===== src/include/sie_regs.vh =====
// constants for the subtract execute block
// assumes inclusion by bare name from rtl files
`ifndef SIE_REGS_VH
`define SIE_REGS_VH
`define SIE_OP_SUBL 8'h08
`define SIE_OP_SUBR 6'h17
`define SIE_IDX_MAX 8'h5F
`define SIE_ACC_HI_BASE 8'h60
`define SIE_BANK_ACC_LO 4'h0
`define SIE_BANK_ACC_HI 4'hF
`define SIE_Q1 2'h0
`define SIE_Q2 2'h1
`define SIE_Q3 2'h2
`define SIE_Q4 2'h3
`define SIE_W_RST 8'h00
`define SIE_FLAG_N 4
`define SIE_FLAG_OV 3
`define SIE_FLAG_Z 2
`define SIE_FLAG_DC 1
`define SIE_FLAG_C 0
`define SIE_OP_HI 15
`define SIE_SUBL_LO 8
`define SIE_SUBR_LO 10
`define SIE_D_BIT 9
`define SIE_A_BIT 8
`define SIE_F_HI 7
`define SIE_NIB_HI 3
`define SIE_NIB_CARRY 4
`define SIE_SIGN_BIT 7
`define SIE_BORROW_BIT 8
`define SIE_ONE9 9'h001
`define SIE_ONE5 5'h01
`define SIE_ZERO8 8'h00
`define SIE_IR_RST 16'h0000
`define SIE_ADDR_RST 12'h000
`define SIE_BYTE_RST 8'h00
`define SIE_STAT_RST 5'h00
`endif


===== src/rtl/sie_subtract_exec.v =====
// subtract instruction execute: literal_minus_accumulator and register_minus_accumulator
// assumes a core that presents one instruction word per four-phase cycle and a
// data memory with combinational read data
// Functional notes
// - literal minus working register into working register
// - decode upper byte 08h, low byte literal
// - both update N, overflow, carry, nibble carry, Z
// - literal form: one word, one four-phase cycle
// - register form: register minus working register
// - destination bit 0 working, 1 register
// - access bit 0 access bank, 1 bank pointer
// - extended set and access 0: indexed offset
// - indexed only when address at most 5Fh
// - register form: one word, one cycle, four phases
// - carry is inverted borrow; zero sets Z
`timescale 1ns/1ps
`include "sie_regs.vh"
module sie_subtract_exec (
  // clock and reset
  input wire ref_clk_i,
  input wire rst_n_i,
  // instruction stream
  input wire instr_valid_i,
  input wire [15:0] instr_i,
  input wire ext_set_en_i,
  input wire [3:0] bank_pointer_i,
  input wire [11:0] index_base_i,
  // data memory
  input wire [7:0] mem_rdata_i,
  output reg [11:0] mem_addr_o,
  output reg [7:0] mem_wdata_o,
  output reg mem_we_o,
  // core state
  output reg [7:0] w_o,
  output reg [4:0] status_o,
  output reg [1:0] phase_o,
  output reg done_o
);
  localparam S_IDLE = 1'b0;
  localparam S_RUN = 1'b1;

  // sequencing state
  reg state_reg;
  reg state_next;
  reg [1:0] phase_next;
  reg done_next;

  // latched instruction word and operand
  reg [15:0] ir_reg;
  reg [15:0] ir_next;
  reg [7:0] opnd_reg;
  reg [7:0] opnd_next;

  // arithmetic
  reg [7:0] lhs;
  reg [8:0] diff;
  reg [4:0] nib;
  reg flag_c;
  reg flag_dc;
  reg flag_z;
  reg flag_n;
  reg flag_ov;

  // next values of the result outputs
  reg [11:0] addr_next;
  reg [11:0] mem_addr_next;
  reg [7:0] mem_wdata_next;
  reg mem_we_next;
  reg [7:0] w_next;
  reg [4:0] status_next;

  // instruction field decode
  wire is_subl = (ir_reg[`SIE_OP_HI:`SIE_SUBL_LO] == `SIE_OP_SUBL);
  wire is_subr = (ir_reg[`SIE_OP_HI:`SIE_SUBR_LO] == `SIE_OP_SUBR);
  wire is_sub = is_subl | is_subr;
  wire acc_banked = ir_reg[`SIE_A_BIT];
  wire dest_is_reg = ir_reg[`SIE_D_BIT];
  wire [7:0] fadr = ir_reg[`SIE_F_HI:0];
  wire running = (state_reg == S_RUN);

  // operand address formation
  always @* begin
    addr_next = {bank_pointer_i, fadr};
    if (!acc_banked) begin
      if (ext_set_en_i && fadr <= `SIE_IDX_MAX)
        addr_next = index_base_i + {`SIE_BANK_ACC_LO, fadr};
      else if (fadr >= `SIE_ACC_HI_BASE)
        addr_next = {`SIE_BANK_ACC_HI, fadr};
      else
        addr_next = {`SIE_BANK_ACC_LO, fadr};
    end
  end

  // minuend minus working register, two's complement via inverted add
  always @* begin
    lhs = is_subl ? ir_reg[`SIE_F_HI:0] : opnd_reg;
    diff = {1'b0, lhs} + {1'b0, ~w_o} + `SIE_ONE9;
    nib = {1'b0, lhs[`SIE_NIB_HI:0]} + {1'b0, ~w_o[`SIE_NIB_HI:0]} + `SIE_ONE5;
    // carry out of the inverted add means no borrow was needed
    flag_c = diff[`SIE_BORROW_BIT];
    flag_dc = nib[`SIE_NIB_CARRY];
    flag_z = (diff[`SIE_F_HI:0] == `SIE_ZERO8);
    flag_n = diff[`SIE_SIGN_BIT];
    flag_ov = (lhs[`SIE_SIGN_BIT] != w_o[`SIE_SIGN_BIT]) &&
              (diff[`SIE_SIGN_BIT] != lhs[`SIE_SIGN_BIT]);
  end

  // four-phase sequencer; words offered while busy are dropped silently
  always @* begin
    state_next = state_reg;
    phase_next = phase_o;
    done_next = 1'b0;
    ir_next = ir_reg;
    case (state_reg)
      S_IDLE: begin
        phase_next = `SIE_Q1;
        if (instr_valid_i) begin
          ir_next = instr_i;
          state_next = S_RUN;
        end
      end
      S_RUN: begin
        case (phase_o)
          `SIE_Q1: phase_next = `SIE_Q2;
          `SIE_Q2: phase_next = `SIE_Q3;
          `SIE_Q3: phase_next = `SIE_Q4;
          `SIE_Q4: begin
            phase_next = `SIE_Q1;
            state_next = S_IDLE;
            done_next = 1'b1;
          end
          default: phase_next = `SIE_Q1;
        endcase
      end
      default: state_next = S_IDLE;
    endcase
  end

  // per-phase datapath work
  always @* begin
    opnd_next = opnd_reg;
    mem_addr_next = mem_addr_o;
    mem_wdata_next = mem_wdata_o;
    mem_we_next = 1'b0;
    w_next = w_o;
    status_next = status_o;
    if (running) begin
      case (phase_o)
        `SIE_Q1: begin
          mem_addr_next = addr_next;
        end
        `SIE_Q2: begin
          // read data is combinational from the address set in Q1
          opnd_next = is_subl ? ir_reg[`SIE_F_HI:0] : mem_rdata_i;
        end
        `SIE_Q3: begin
          mem_wdata_next = diff[`SIE_F_HI:0];
          // other opcodes still latch the difference into mem_wdata_o but leave the flags alone
          if (is_sub) begin
            status_next[`SIE_FLAG_C] = flag_c;
            status_next[`SIE_FLAG_DC] = flag_dc;
            status_next[`SIE_FLAG_Z] = flag_z;
            status_next[`SIE_FLAG_N] = flag_n;
            status_next[`SIE_FLAG_OV] = flag_ov;
          end
        end
        `SIE_Q4: begin
          if (is_subl) begin
            w_next = mem_wdata_o;
          end else if (is_subr) begin
            if (dest_is_reg)
              mem_we_next = 1'b1;
            else
              w_next = mem_wdata_o;
          end
        end
        default: mem_we_next = 1'b0;
      endcase
    end
  end

  // sequencer registers
  always @(posedge ref_clk_i or negedge rst_n_i) begin
    if (!rst_n_i) begin
      state_reg <= S_IDLE;
      phase_o <= `SIE_Q1;
      done_o <= 1'b0;
      ir_reg <= `SIE_IR_RST;
    end else begin
      state_reg <= state_next;
      phase_o <= phase_next;
      done_o <= done_next;
      ir_reg <= ir_next;
    end
  end

  // operand and memory-side registers
  always @(posedge ref_clk_i or negedge rst_n_i) begin
    if (!rst_n_i) begin
      opnd_reg <= `SIE_BYTE_RST;
      mem_addr_o <= `SIE_ADDR_RST;
      mem_wdata_o <= `SIE_BYTE_RST;
      mem_we_o <= 1'b0;
    end else begin
      opnd_reg <= opnd_next;
      mem_addr_o <= mem_addr_next;
      mem_wdata_o <= mem_wdata_next;
      mem_we_o <= mem_we_next;
    end
  end

  // architectural state registers
  always @(posedge ref_clk_i or negedge rst_n_i) begin
    if (!rst_n_i) begin
      w_o <= `SIE_W_RST;
      status_o <= `SIE_STAT_RST;
    end else begin
      w_o <= w_next;
      status_o <= status_next;
    end
  end
endmodule


===== config.mk =====
export PLATFORM = sky130hd
export DESIGN_NAME = sie_subtract_exec
export DESIGN_NICKNAME = d
export VERILOG_FILES = /design/src/rtl/sie_subtract_exec.v
export VERILOG_INCLUDE_DIRS = /design/src /design/src/include
export SDC_FILE = /design/constraint.sdc
export NUM_CORES = 1
export LEC_CHECK = 0
export BUFFER_PORTS_ARGS = -buffer_cell sky130_fd_sc_hd__buf_2
export CAP_MARGIN = 25
export CORE_MARGIN = 1
export CORE_UTILIZATION = 45
export CTS_BUF_LIST = sky130_fd_sc_hd__clkbuf_4 sky130_fd_sc_hd__clkbuf_8
export CTS_CLUSTER_SIZE = 28
export DETAILED_ROUTE_END_ITERATION = 8
export GPL_ROUTABILITY_DRIVEN = 0
export MAX_ROUTING_LAYER = met4
export PLACE_DENSITY = 0.76
export SLEW_MARGIN = 20
export SYNTH_ARGS = -nofsm -noshare
export SYNTH_HDL_FRONTEND = slang
export SYNTH_SLANG_ARGS = --single-unit

===== constraint.sdc =====
create_clock -name ref_clk_i -period 4.2 [get_ports ref_clk_i]
set_clock_uncertainty 0.1 [all_clocks]
set_input_delay 0.84 -clock ref_clk_i [delete_from_list [all_inputs] [get_ports ref_clk_i]]
set_output_delay 0.84 -clock ref_clk_i [all_outputs]
set_load 0.03 [all_outputs]

==> results of run 1 <==
## cells in the final DEF (no fill, tap or decap), types with 4 or more instances in the layout
master	netlist	layout
nand2_1	52	52
nand3_1	8	8
nor2_1	21	21
a21o_1	5	5
nor3_1	5	5
a21oi_1	16	16
inv_1	19	19
buf_2	3	80
dfrtp_1	62	62
xor2_1	4	4
o21ai_0	21	21
mux2i_1	10	10
ha_1	20	20
xnor2_1	10	10
a31oi_1	7	7
clkbuf_8	0	11
mux2_2	27	27
buf_4	0	5
## stage by stage
stage	power [mW]	worst slack [ps]	hold WS [ps]
floorplan	2.28	561	346
global placement	2.65	722	360
detailed placement	2.71	535	374
CTS	3.27	474	388
global route	3.53	200	414
finish	3.26	420	385
## worst reg2reg max path, delay by kind of cell, from the launching register on
kind / cells / cell delay (ps)
compound gates: 4 / 980
xor+xnor: 1 / 110
fa+ha+maj: 2 / 620
buf+inv: 1 / 60
flops: 1 / 390
mux: 1 / 260
simple gates: 3 / 1200
## worst paths after layout
kind,to
worst max-delay path,status_o[2]
worst min-delay path,opnd_reg[6]
worst max register to register,status_o[2]
worst min register to register,opnd_reg[6]
max in group asynchronous,status_o[3]
min in group asynchronous,mem_addr_o[1]
## report_power, final
part	internal (mW)	switching, mW	leakage (nW)	total [mW]
sequential	0.850	0.208	0.767	1.06
combinational	0.663	0.997	1.11	1.66
clock	0.310	0.233	0.110	0.543
total	1.82	1.44	1.98	3.26
## logic make-up (layout without fill, tap and decap cells)
logic type	after synthesis	in the layout	synth area share
AND/OR/NAND/NOR	106	106	0.144
AO/OA/AOI/OAI	73	73	0.131
flip-flops	62	62	0.453
multiplexers	37	37	0.118
buffers and inverters	30	120	0.0340
adder cells (fa/ha/maj)	22	22	0.0847
XOR/XNOR	14	14	0.0358
## layer usage
layer / vias to the layer above / GRT usage / wire [µm]
met5: - / - / 0
met4: 0 / 0.0707 / 116
met3: 14 / 0.0563 / 391
met2: 84 / 0.351 / 3740
met1: 1305 / 0.289 / 3640
li1: 1368 / - / -
## area by class of cell
cell class | count | area [µm²] | share of cell area
clock buffer | 12 | 159 | 0.0383
multi-input combinational | 252 | 1760 | 0.424
inverter | 19 | 71.3 | 0.0172
sequential | 62 | 1550 | 0.374
tap | 99 | 124 | 0.0299
timing repair buffer | 85 | 438 | 0.106
clock inverter | 4 | 45.0 | 0.0109
==> results.json, run 1 <==
{
  "hold_depth": 2,
  "rrSetupSlack_ps": 420,
  "wl_per_cell_um": 14.8,
  "fin_nets": 495,
  "h-tree-depth": 3,
  "min_path_type": "reg2reg",
  "min_period_over_period": 0.900,
  "drv_cap": 0,
  "insertion_delay_ps": 350,
  "slew_violations": 0,
  "ys_ff_latch": 62,
  "final-hold-violation-count": 0,
  "post-synth-top-area-cell": "dfrtp_1",
  "crit_family": "simple AND/OR/NAND/NOR gates",
  "synth_most_common_cell": "dfrtp_1",
  "grt_pass1_vias": 2715,
  "dieHeight_um": 89.3,
  "synthTopCellsByCount": "62 x dfrtp_1, 52 x nand2_1, 27 x mux2_2",
  "critical_path.max_stage_delay_ps": 590,
  "cts.reportedPaths.clkPinSlew_ps": 70,
  "avgSynthCellArea_um2": 9.96,
  "startpoint_type": "flip-flop",
  "critPathKind": "reg2reg",
  "crit_path_end_kind": "flip-flop",
  "syn_to_final_growth_pct": 21.0,
  "io_buffers": 80,
  "io_pins": 81,
  "place_area_um2": 3940,
  "worst-path-buf-inv": 1,
  "cts_root_buf": "clkbuf_8",
  "grt_max_degree": 41,
  "n_fill_cell": 677,
  "status": "completed",
  "finalSetupViolCount": 0,
  "synth-edff-count": 0,
  "yosys_most_used_dff": "dfrtp_1",
  "cp.required_ps": 4380,
  "p_leak_nw": 1.98,
  "crit_path_start": "ir_reg[10]",
  "antenna_found_initial": 0,
  "grt_pass1_wl_um": 12800,
  "path_max_fanout": 5,
  "min_from": "opnd_reg[6]",
  "synth_cells": 344,
  "ir_drop_mv": 0.405,
  "design_area_um2": 4150,
  "crit_cells": 12,
  "cp_slowest_cell": "or4_1",
  "cts-buffers-inserted": 9,
  "cts_sinks": 62,
  "fp.dieArea_um2": 7970,
  "max_clock_freq_mhz": 265,
  "final_layout_size_suffix_gt1_frac": 0.316,
  "firstDrtPassIters": 4,
  "crit_arrival_ps": 3960,
  "via_count": 2771,
  "die_w_um": 89.3,
  "cts.path.max_buffers": 2,
  "core-area_um2": 7290,
  "grt_overflow_total": 0,
  "row_count": 31,
  "async_flop_share": 1.00,
  "syn-cell-area_um2": 3430,
  "cts_tree": "done",
  "r2r-start": "ir_reg[10]",
  "n_antenna_cell": 0,
  "routed_wl_um": 7890,
  "maxSlewHeadroom": 0.431,
  "reg2regPathDepth": 12,
  "cts_setup_buffers": 0,
  "vias_per_cell": 5.20,
  "min_period_ps": 3780,
  "final_cells": 533,
  "yosysSeqAreaShare": 0.453,
  "drc": 0,
  "drt-initial-drc-count": 135,
  "cts_hold_buf": 0,
  "yosys.cell_types.count": 46,
  "post-synth-top-area-fraction": 0.453,
  "worstPathCellList": "or4_1 > nor3_4 > mux2i_1 > ha_1 > inv_1 > fa_1 > a211oi_1 > o31ai_1 > a21oi_1 > xnor2_1 > nor4_1 > a41o_1",
  "numPlacedInstances": 517,
  "ctsResizeCount": 0,
  "start_util": 0.470,
  "syn-num-nets": 410,
  "worst_pin_slew_ps": 854,
  "power_density_nw_per_um2": 786,
  "dp_hpwl_um": 5940,
  "ys.warnings.count": 0,
  "grt_use_total": 0.225,
  "fin_tns_setup_ps": 0,
  "ant_nets": 0,
  "post-route-util": 0.569,
  "synth.area.top_cells": "dfrtp_1 45%, mux2_2 8.9%, ha_1 7.3%",
  "rsz0062_at_grt": "no",
  "largest_register_ffs": 16
}
(Power assumes the default switching activity.)
==> run 2, diff against run 1 <==
==> constraint.sdc (replaced) <==
create_clock -name ref_clk_i -period 4.2 [get_ports ref_clk_i]
set_clock_uncertainty 0.1 [all_clocks]
set_input_delay 0.42 -clock ref_clk_i [delete_from_list [all_inputs] [get_ports ref_clk_i]]
set_output_delay 0.42 -clock ref_clk_i [all_outputs]
set_load 0.03 [all_outputs]
==> results.json, run 2 (synthesis results as in run 1) <==
{
  "drv_cap": 0,
  "layout_commonest_cell": "buf_2",
  "path_max_fanout": 6,
  "min_path_type": "in2reg",
  "core-area_um2": 7290,
  "worst_pin_slew_ps": 576,
  "dp_slack_ps": 538,
  "cts_setup_buffers": 0,
  "grt_use_total": 0.221,
  "grt_pass1_wl_um": 12700,
  "antenna_found_initial": 0,
  "syn_to_final_growth_pct": 20.6,
  "fp.dieArea_um2": 7970,
  "fin_tns_setup_ps": 0,
  "insertion_delay_ps": 340,
  "final_layout_size_suffix_gt1_frac": 0.315,
  "finalSetupViolCount": 0,
  "drc": 0,
  "critical_path.max_stage_delay_ps": 570,
  "hold_depth": 3,
  "cp.required_ps": 4380,
  "grt_overflow_total": 0,
  "crit_arrival_ps": 3930,
  "rsz0062_at_grt": "no",
  "status": "completed",
  "slew_violations": 0,
  "h-tree-depth": 3,
  "cts.reportedPaths.clkPinSlew_ps": 70,
  "max_clock_freq_mhz": 267,
  "p_clk_frac": 0.153,
  "io_pins": 81,
  "grt_pass1_vias": 2745,
  "cp_slowest_cell": "or4_1",
  "dieHeight_um": 89.3,
  "via_count": 2825,
  "grt_max_degree": 47,
  "io_buffers": 80,
  "p_comb_frac": 0.515,
  "reg2regPathDepth": 12,
  "fin_nets": 496,
  "power_density_nw_per_um2": 774,
  "p_int_mw": 1.78,
  "cts_tree": "done",
  "routed_wl_um": 7770,
  "final-hold-violation-count": 0,
  "ant_nets": 0,
  "cts_root_buf": "clkbuf_8",
  "largest_register_ffs": 16,
  "start_util": 0.470,
  "wl_per_cell_um": 14.6,
  "r2r-end": "status_o[2]",
  "firstDrtPassIters": 4,
  "crit_path_end_kind": "flip-flop",
  "critPathKind": "reg2reg",
  "sw_frac_of_total": 0.445,
  "min_from": "instr_i[8]",
  "ir_drop_mv": 0.382,
  "rrSetupSlack_ps": 450,
  "switchingPower_mw": 1.42,
  "cts-buffers-inserted": 9,
  "vias_per_cell": 5.29,
  "cts.path.max_buffers": 2,
  "seqPwrFrac": 0.333,
  "min_period_over_period": 0.892,
  "row_count": 31,
  "maxSlewHeadroom": 0.616,
  "worstPathCellList": "or4_1 > nor3_4 > mux2i_1 > ha_1 > inv_1 > fa_1 > a211oi_1 > o31ai_1 > a21oi_1 > xnor2_1 > nor4_1 > a41o_1",
  "n_antenna_cell": 0,
  "r2r-start": "ir_reg[10]",
  "min_period_ps": 3750,
  "drt-initial-drc-count": 99,
  "cts_sinks": 62,
  "p_leak_nw": 1.98,
  "layout_common_cells": "80 x buf_2, 62 x dfrtp_1, 52 x nand2_1",
  "die_w_um": 89.3,
  "startpoint_type": "flip-flop",
  "dp_hpwl_um": 5870,
  "hold_end": "ir_reg[8]",
  "setup_ws_ps": 452
}
==> run 2: cell types whose count changed in the layout (fill, tap and decap cells not counted) <==
cell / change
clkbuf_8: -1
bufinv_16: -1
dlygate4sd3_1: +1
clkbuf_4: +4
clkinv_2: -2
==> run 2: power by group through the flow <==
stage          Combinational, mW  Clock (mW)  Sequential, mW
3_3_place_gp                1.59           0            1.06
2_1_floorplan               1.02           0            1.26
6_report                    1.65       0.489            1.06
3_5_place_dp                1.64           0            1.07
4_1_cts                     1.65       0.494            1.06
5_1_grt                     1.83       0.519            1.10
==> run 2: layer usage <==
| layer | track usage | vias up | wire length (µm) |
|---|---|---|---|
| met2 | 0.349 | 100 | 3620 |
| met4 | 0.105 | 0 | 197 |
| met1 | 0.281 | 1337 | 3540 |
| met5 | - | - | 0 |
| li1 | - | 1372 | - |
| met3 | 0.0323 | 16 | 421 |
==> run 2: area by class of cell <==
cell class,count,area [µm²]
Multi-Input combinational cell,252,1760
Clock inverter,1,5.00
Fill cell,691,3160
Clock buffer,15,175
Sequential cell,62,1550
Tap cell,99,124
Inverter,19,71.3
Timing Repair Buffer,86,448
==> run 2: worst max-delay path: cells and delay by family (launching register included) <==
| family | cells | cell delay (ps) |
|---|---|---|
| AOI/OAI and AO/OA | 4 | 940 |
| muxes | 1 | 260 |
| buffers and inverters | 1 | 50 |
| and+or+nand+nor | 3 | 1230 |
| DFF | 1 | 390 |
| xor gates and xnor gates | 1 | 110 |
| adders and majority gates | 2 | 600 |
==> run 2: worst max-delay path by stage <==
stage                        endpoint  cells after the start       start
after detailed placement  status_o[2]                     12  ir_reg[10]
after floorplan           status_o[2]                     13  ir_reg[10]
final                     status_o[2]                     12  ir_reg[10]
after CTS                 status_o[2]                     12  ir_reg[10]
after global routing      status_o[2]                     12  ir_reg[10]
after global placement    status_o[2]                     12  ir_reg[10]
==> run 2: repair_timing <==
| item | 4_1_cts | 5_1_grt |
|---|---|---|
| hold buffers | 1 | 0 |
| resized for setup | 0 | 0 |
| hold endpoints to repair | 16 | 0 |
==> run 2: per-stage QoR <==
step           instance area (µm²)  total power, mW  utilization  hold WS (ps)  instances
2_1_floorplan                 3430             2.28            -          24.4        344
3_3_place_gp                  3940             2.65        0.541           260        517
3_5_place_dp                  3940             2.71        0.541           260        517
4_1_cts                       4130             3.21        0.567           182        534
5_1_grt                       4130             3.45        0.567           201        534
6_report                      4130             3.20        0.567           181        534
==> run 3, diff against run 2 <==
--- a/config.mk
+++ b/config.mk
@@ -8,6 +8,7 @@
 export LEC_CHECK = 0
 export BUFFER_PORTS_ARGS = -buffer_cell sky130_fd_sc_hd__buf_2
 export CAP_MARGIN = 25
+export CORE_ASPECT_RATIO = 2
 export CORE_MARGIN = 1
 export CORE_UTILIZATION = 45
 export CTS_BUF_LIST = sky130_fd_sc_hd__clkbuf_4 sky130_fd_sc_hd__clkbuf_8
==> results.json, run 3 (synthesis results as in run 1) <==
{
  "worst-path-buf-inv": 1,
  "reg2regPathDepth": 11,
  "ant_nets": 0,
  "cts.reportedPaths.clkPinSlew_ps": 60,
  "slew_violations": 0,
  "layout_commonest_cell": "buf_2",
  "min_path_type": "in2reg",
  "cp.required_ps": 4370,
  "cts-buffers-inserted": 9,
  "start_util": 0.468,
  "final_layout_size_suffix_gt1_frac": 0.312,
  "fp.dieArea_um2": 7990,
  "power_density_nw_per_um2": 774,
  "die_w_um": 63.7,
  "hold_depth": 3,
  "ctsResizeCount": 0,
  "cts.path.max_buffers": 2,
  "firstDrtPassIters": 4,
  "worstPathCellList": "or4_1 > nor3_4 > buf_4 > mux2_2 > ha_1 > a211oi_1 > o31ai_1 > a21oi_1 > xnor2_1 > nor4_1 > a41o_1",
  "ir_drop_mv": 0.373,
  "crit_path_end_kind": "flip-flop",
  "io_pins": 81,
  "rrSetupSlack_ps": 380,
  "max_clock_freq_mhz": 262,
  "wl_per_cell_um": 15.2,
  "cts_setup_buffers": 0,
  "n_fill_cell": 684,
  "startpoint_type": "flip-flop",
  "critical_path.max_stage_delay_ps": 570,
  "grt_max_degree": 41,
  "critPathKind": "reg2reg",
  "worst_pin_slew_ps": 759,
  "crit_arrival_ps": 3990,
  "fin_nets": 496,
  "routed_wl_um": 8000,
  "cts_root_buf": "clkbuf_8",
  "cp_slowest_cell": "or4_1",
  "core-area_um2": 7320,
  "row_count": 44,
  "io_buffers": 80,
  "vias_per_cell": 5.38,
  "hold_end": "ir_reg[8]",
  "fin_tns_setup_ps": 0,
  "largest_register_ffs": 16,
  "r2r-start": "ir_reg[10]",
  "final-hold-violation-count": 0,
  "n_antenna_cell": 0,
  "maxSlewHeadroom": 0.493,
  "dp_slack_ps": 448,
  "path_max_fanout": 8,
  "finalSetupViolCount": 0,
  "status": "completed",
  "dp_hpwl_um": 6280,
  "drt-initial-drc-count": 165,
  "cts_sinks": 62,
  "grt_use_total": 0.226,
  "grt_pass1_wl_um": 13300,
  "syn_to_final_growth_pct": 20.3,
  "drc": 0,
  "min_from": "instr_i[8]",
  "min_period_ps": 3820,
  "layout_common_cells": "80 x buf_2, 62 x dfrtp_1, 52 x nand2_1",
  "p_leak_nw": 1.97,
  "r2r-end": "status_o[2]",
  "grt_overflow_total": 0,
  "cts_hold_buf": 1,
  "min_period_over_period": 0.909,
  "antenna_found_initial": 0,
  "rsz0062_at_grt": "no",
  "setup_ws_ps": 382,
  "h-tree-depth": 3,
  "grt_pass1_vias": 2861,
  "insertion_delay_ps": 340,
  "via_count": 2822,
  "drv_cap": 0,
  "crit_family": "simple AND/OR/NAND/NOR gates",
  "dieHeight_um": 125,
  "cts_tree": "done"
}
-- run 3: cell count changes in the layout (fill, tap and decap cells not counted) --
cell      before  now
clkbuf_8      10   12
clkbuf_4       5    1
-- run 3: metal layers --
metal  GRT usage  wire, µm  share of wire
met1       0.226      2880           0.36
met2       0.395      4460           0.56
met3      0.0456       314          0.039
met4       0.128       344          0.043
met5           -         0              0
-- run 3: cell type report --
cell class,instances,area [µm²],share of cell area
Multi-Input combinational cell,252,1760,0.427
Tap cell,92,115,0.0279
Sequential cell,62,1550,0.376
Clock buffer,13,173,0.0419
Inverter,19,71.3,0.0173
Clock inverter,1,5.00,0.00121
Timing Repair Buffer,86,448,0.109
-- run 3: power breakdown --
group          internal, mW  switching [mW]
Sequential            0.850           0.202
Clock                 0.262           0.216
Combinational         0.661            1.00
-- run 3: worst max-delay path by stage --
stage	depth (start not counted)	from	to	slack [ps]
after floorplan	13	ir_reg[10]	status_o[2]	560
after global placement	11	ir_reg[10]	status_o[2]	640
after detailed placement	12	ir_reg[10]	status_o[2]	450
after CTS	12	ir_reg[10]	status_o[2]	400
after global routing	12	ir_reg[10]	status_o[2]	180
final	11	ir_reg[10]	status_o[2]	380
-- run 3: worst min-delay path, delay by kind of cell --
family	cells	cell delay (ps)
buffers and inverters	1	70
AOI/OAI and AO/OA	1	60
and+or+nand+nor	1	40
-- run 3: through the flow --
step            util  std cells  hold slack [ps]  total power, mW  instance area [µm²]
2_1_floorplan      -        344             24.4             2.28                 3430
3_3_place_gp   0.537        510              318             2.66                 3940
3_5_place_dp   0.537        510              322             2.72                 3940
4_1_cts        0.563        525              171             3.21                 4120
5_1_grt        0.563        525              181             3.43                 4120
6_report       0.563        525              189             3.19                 4120
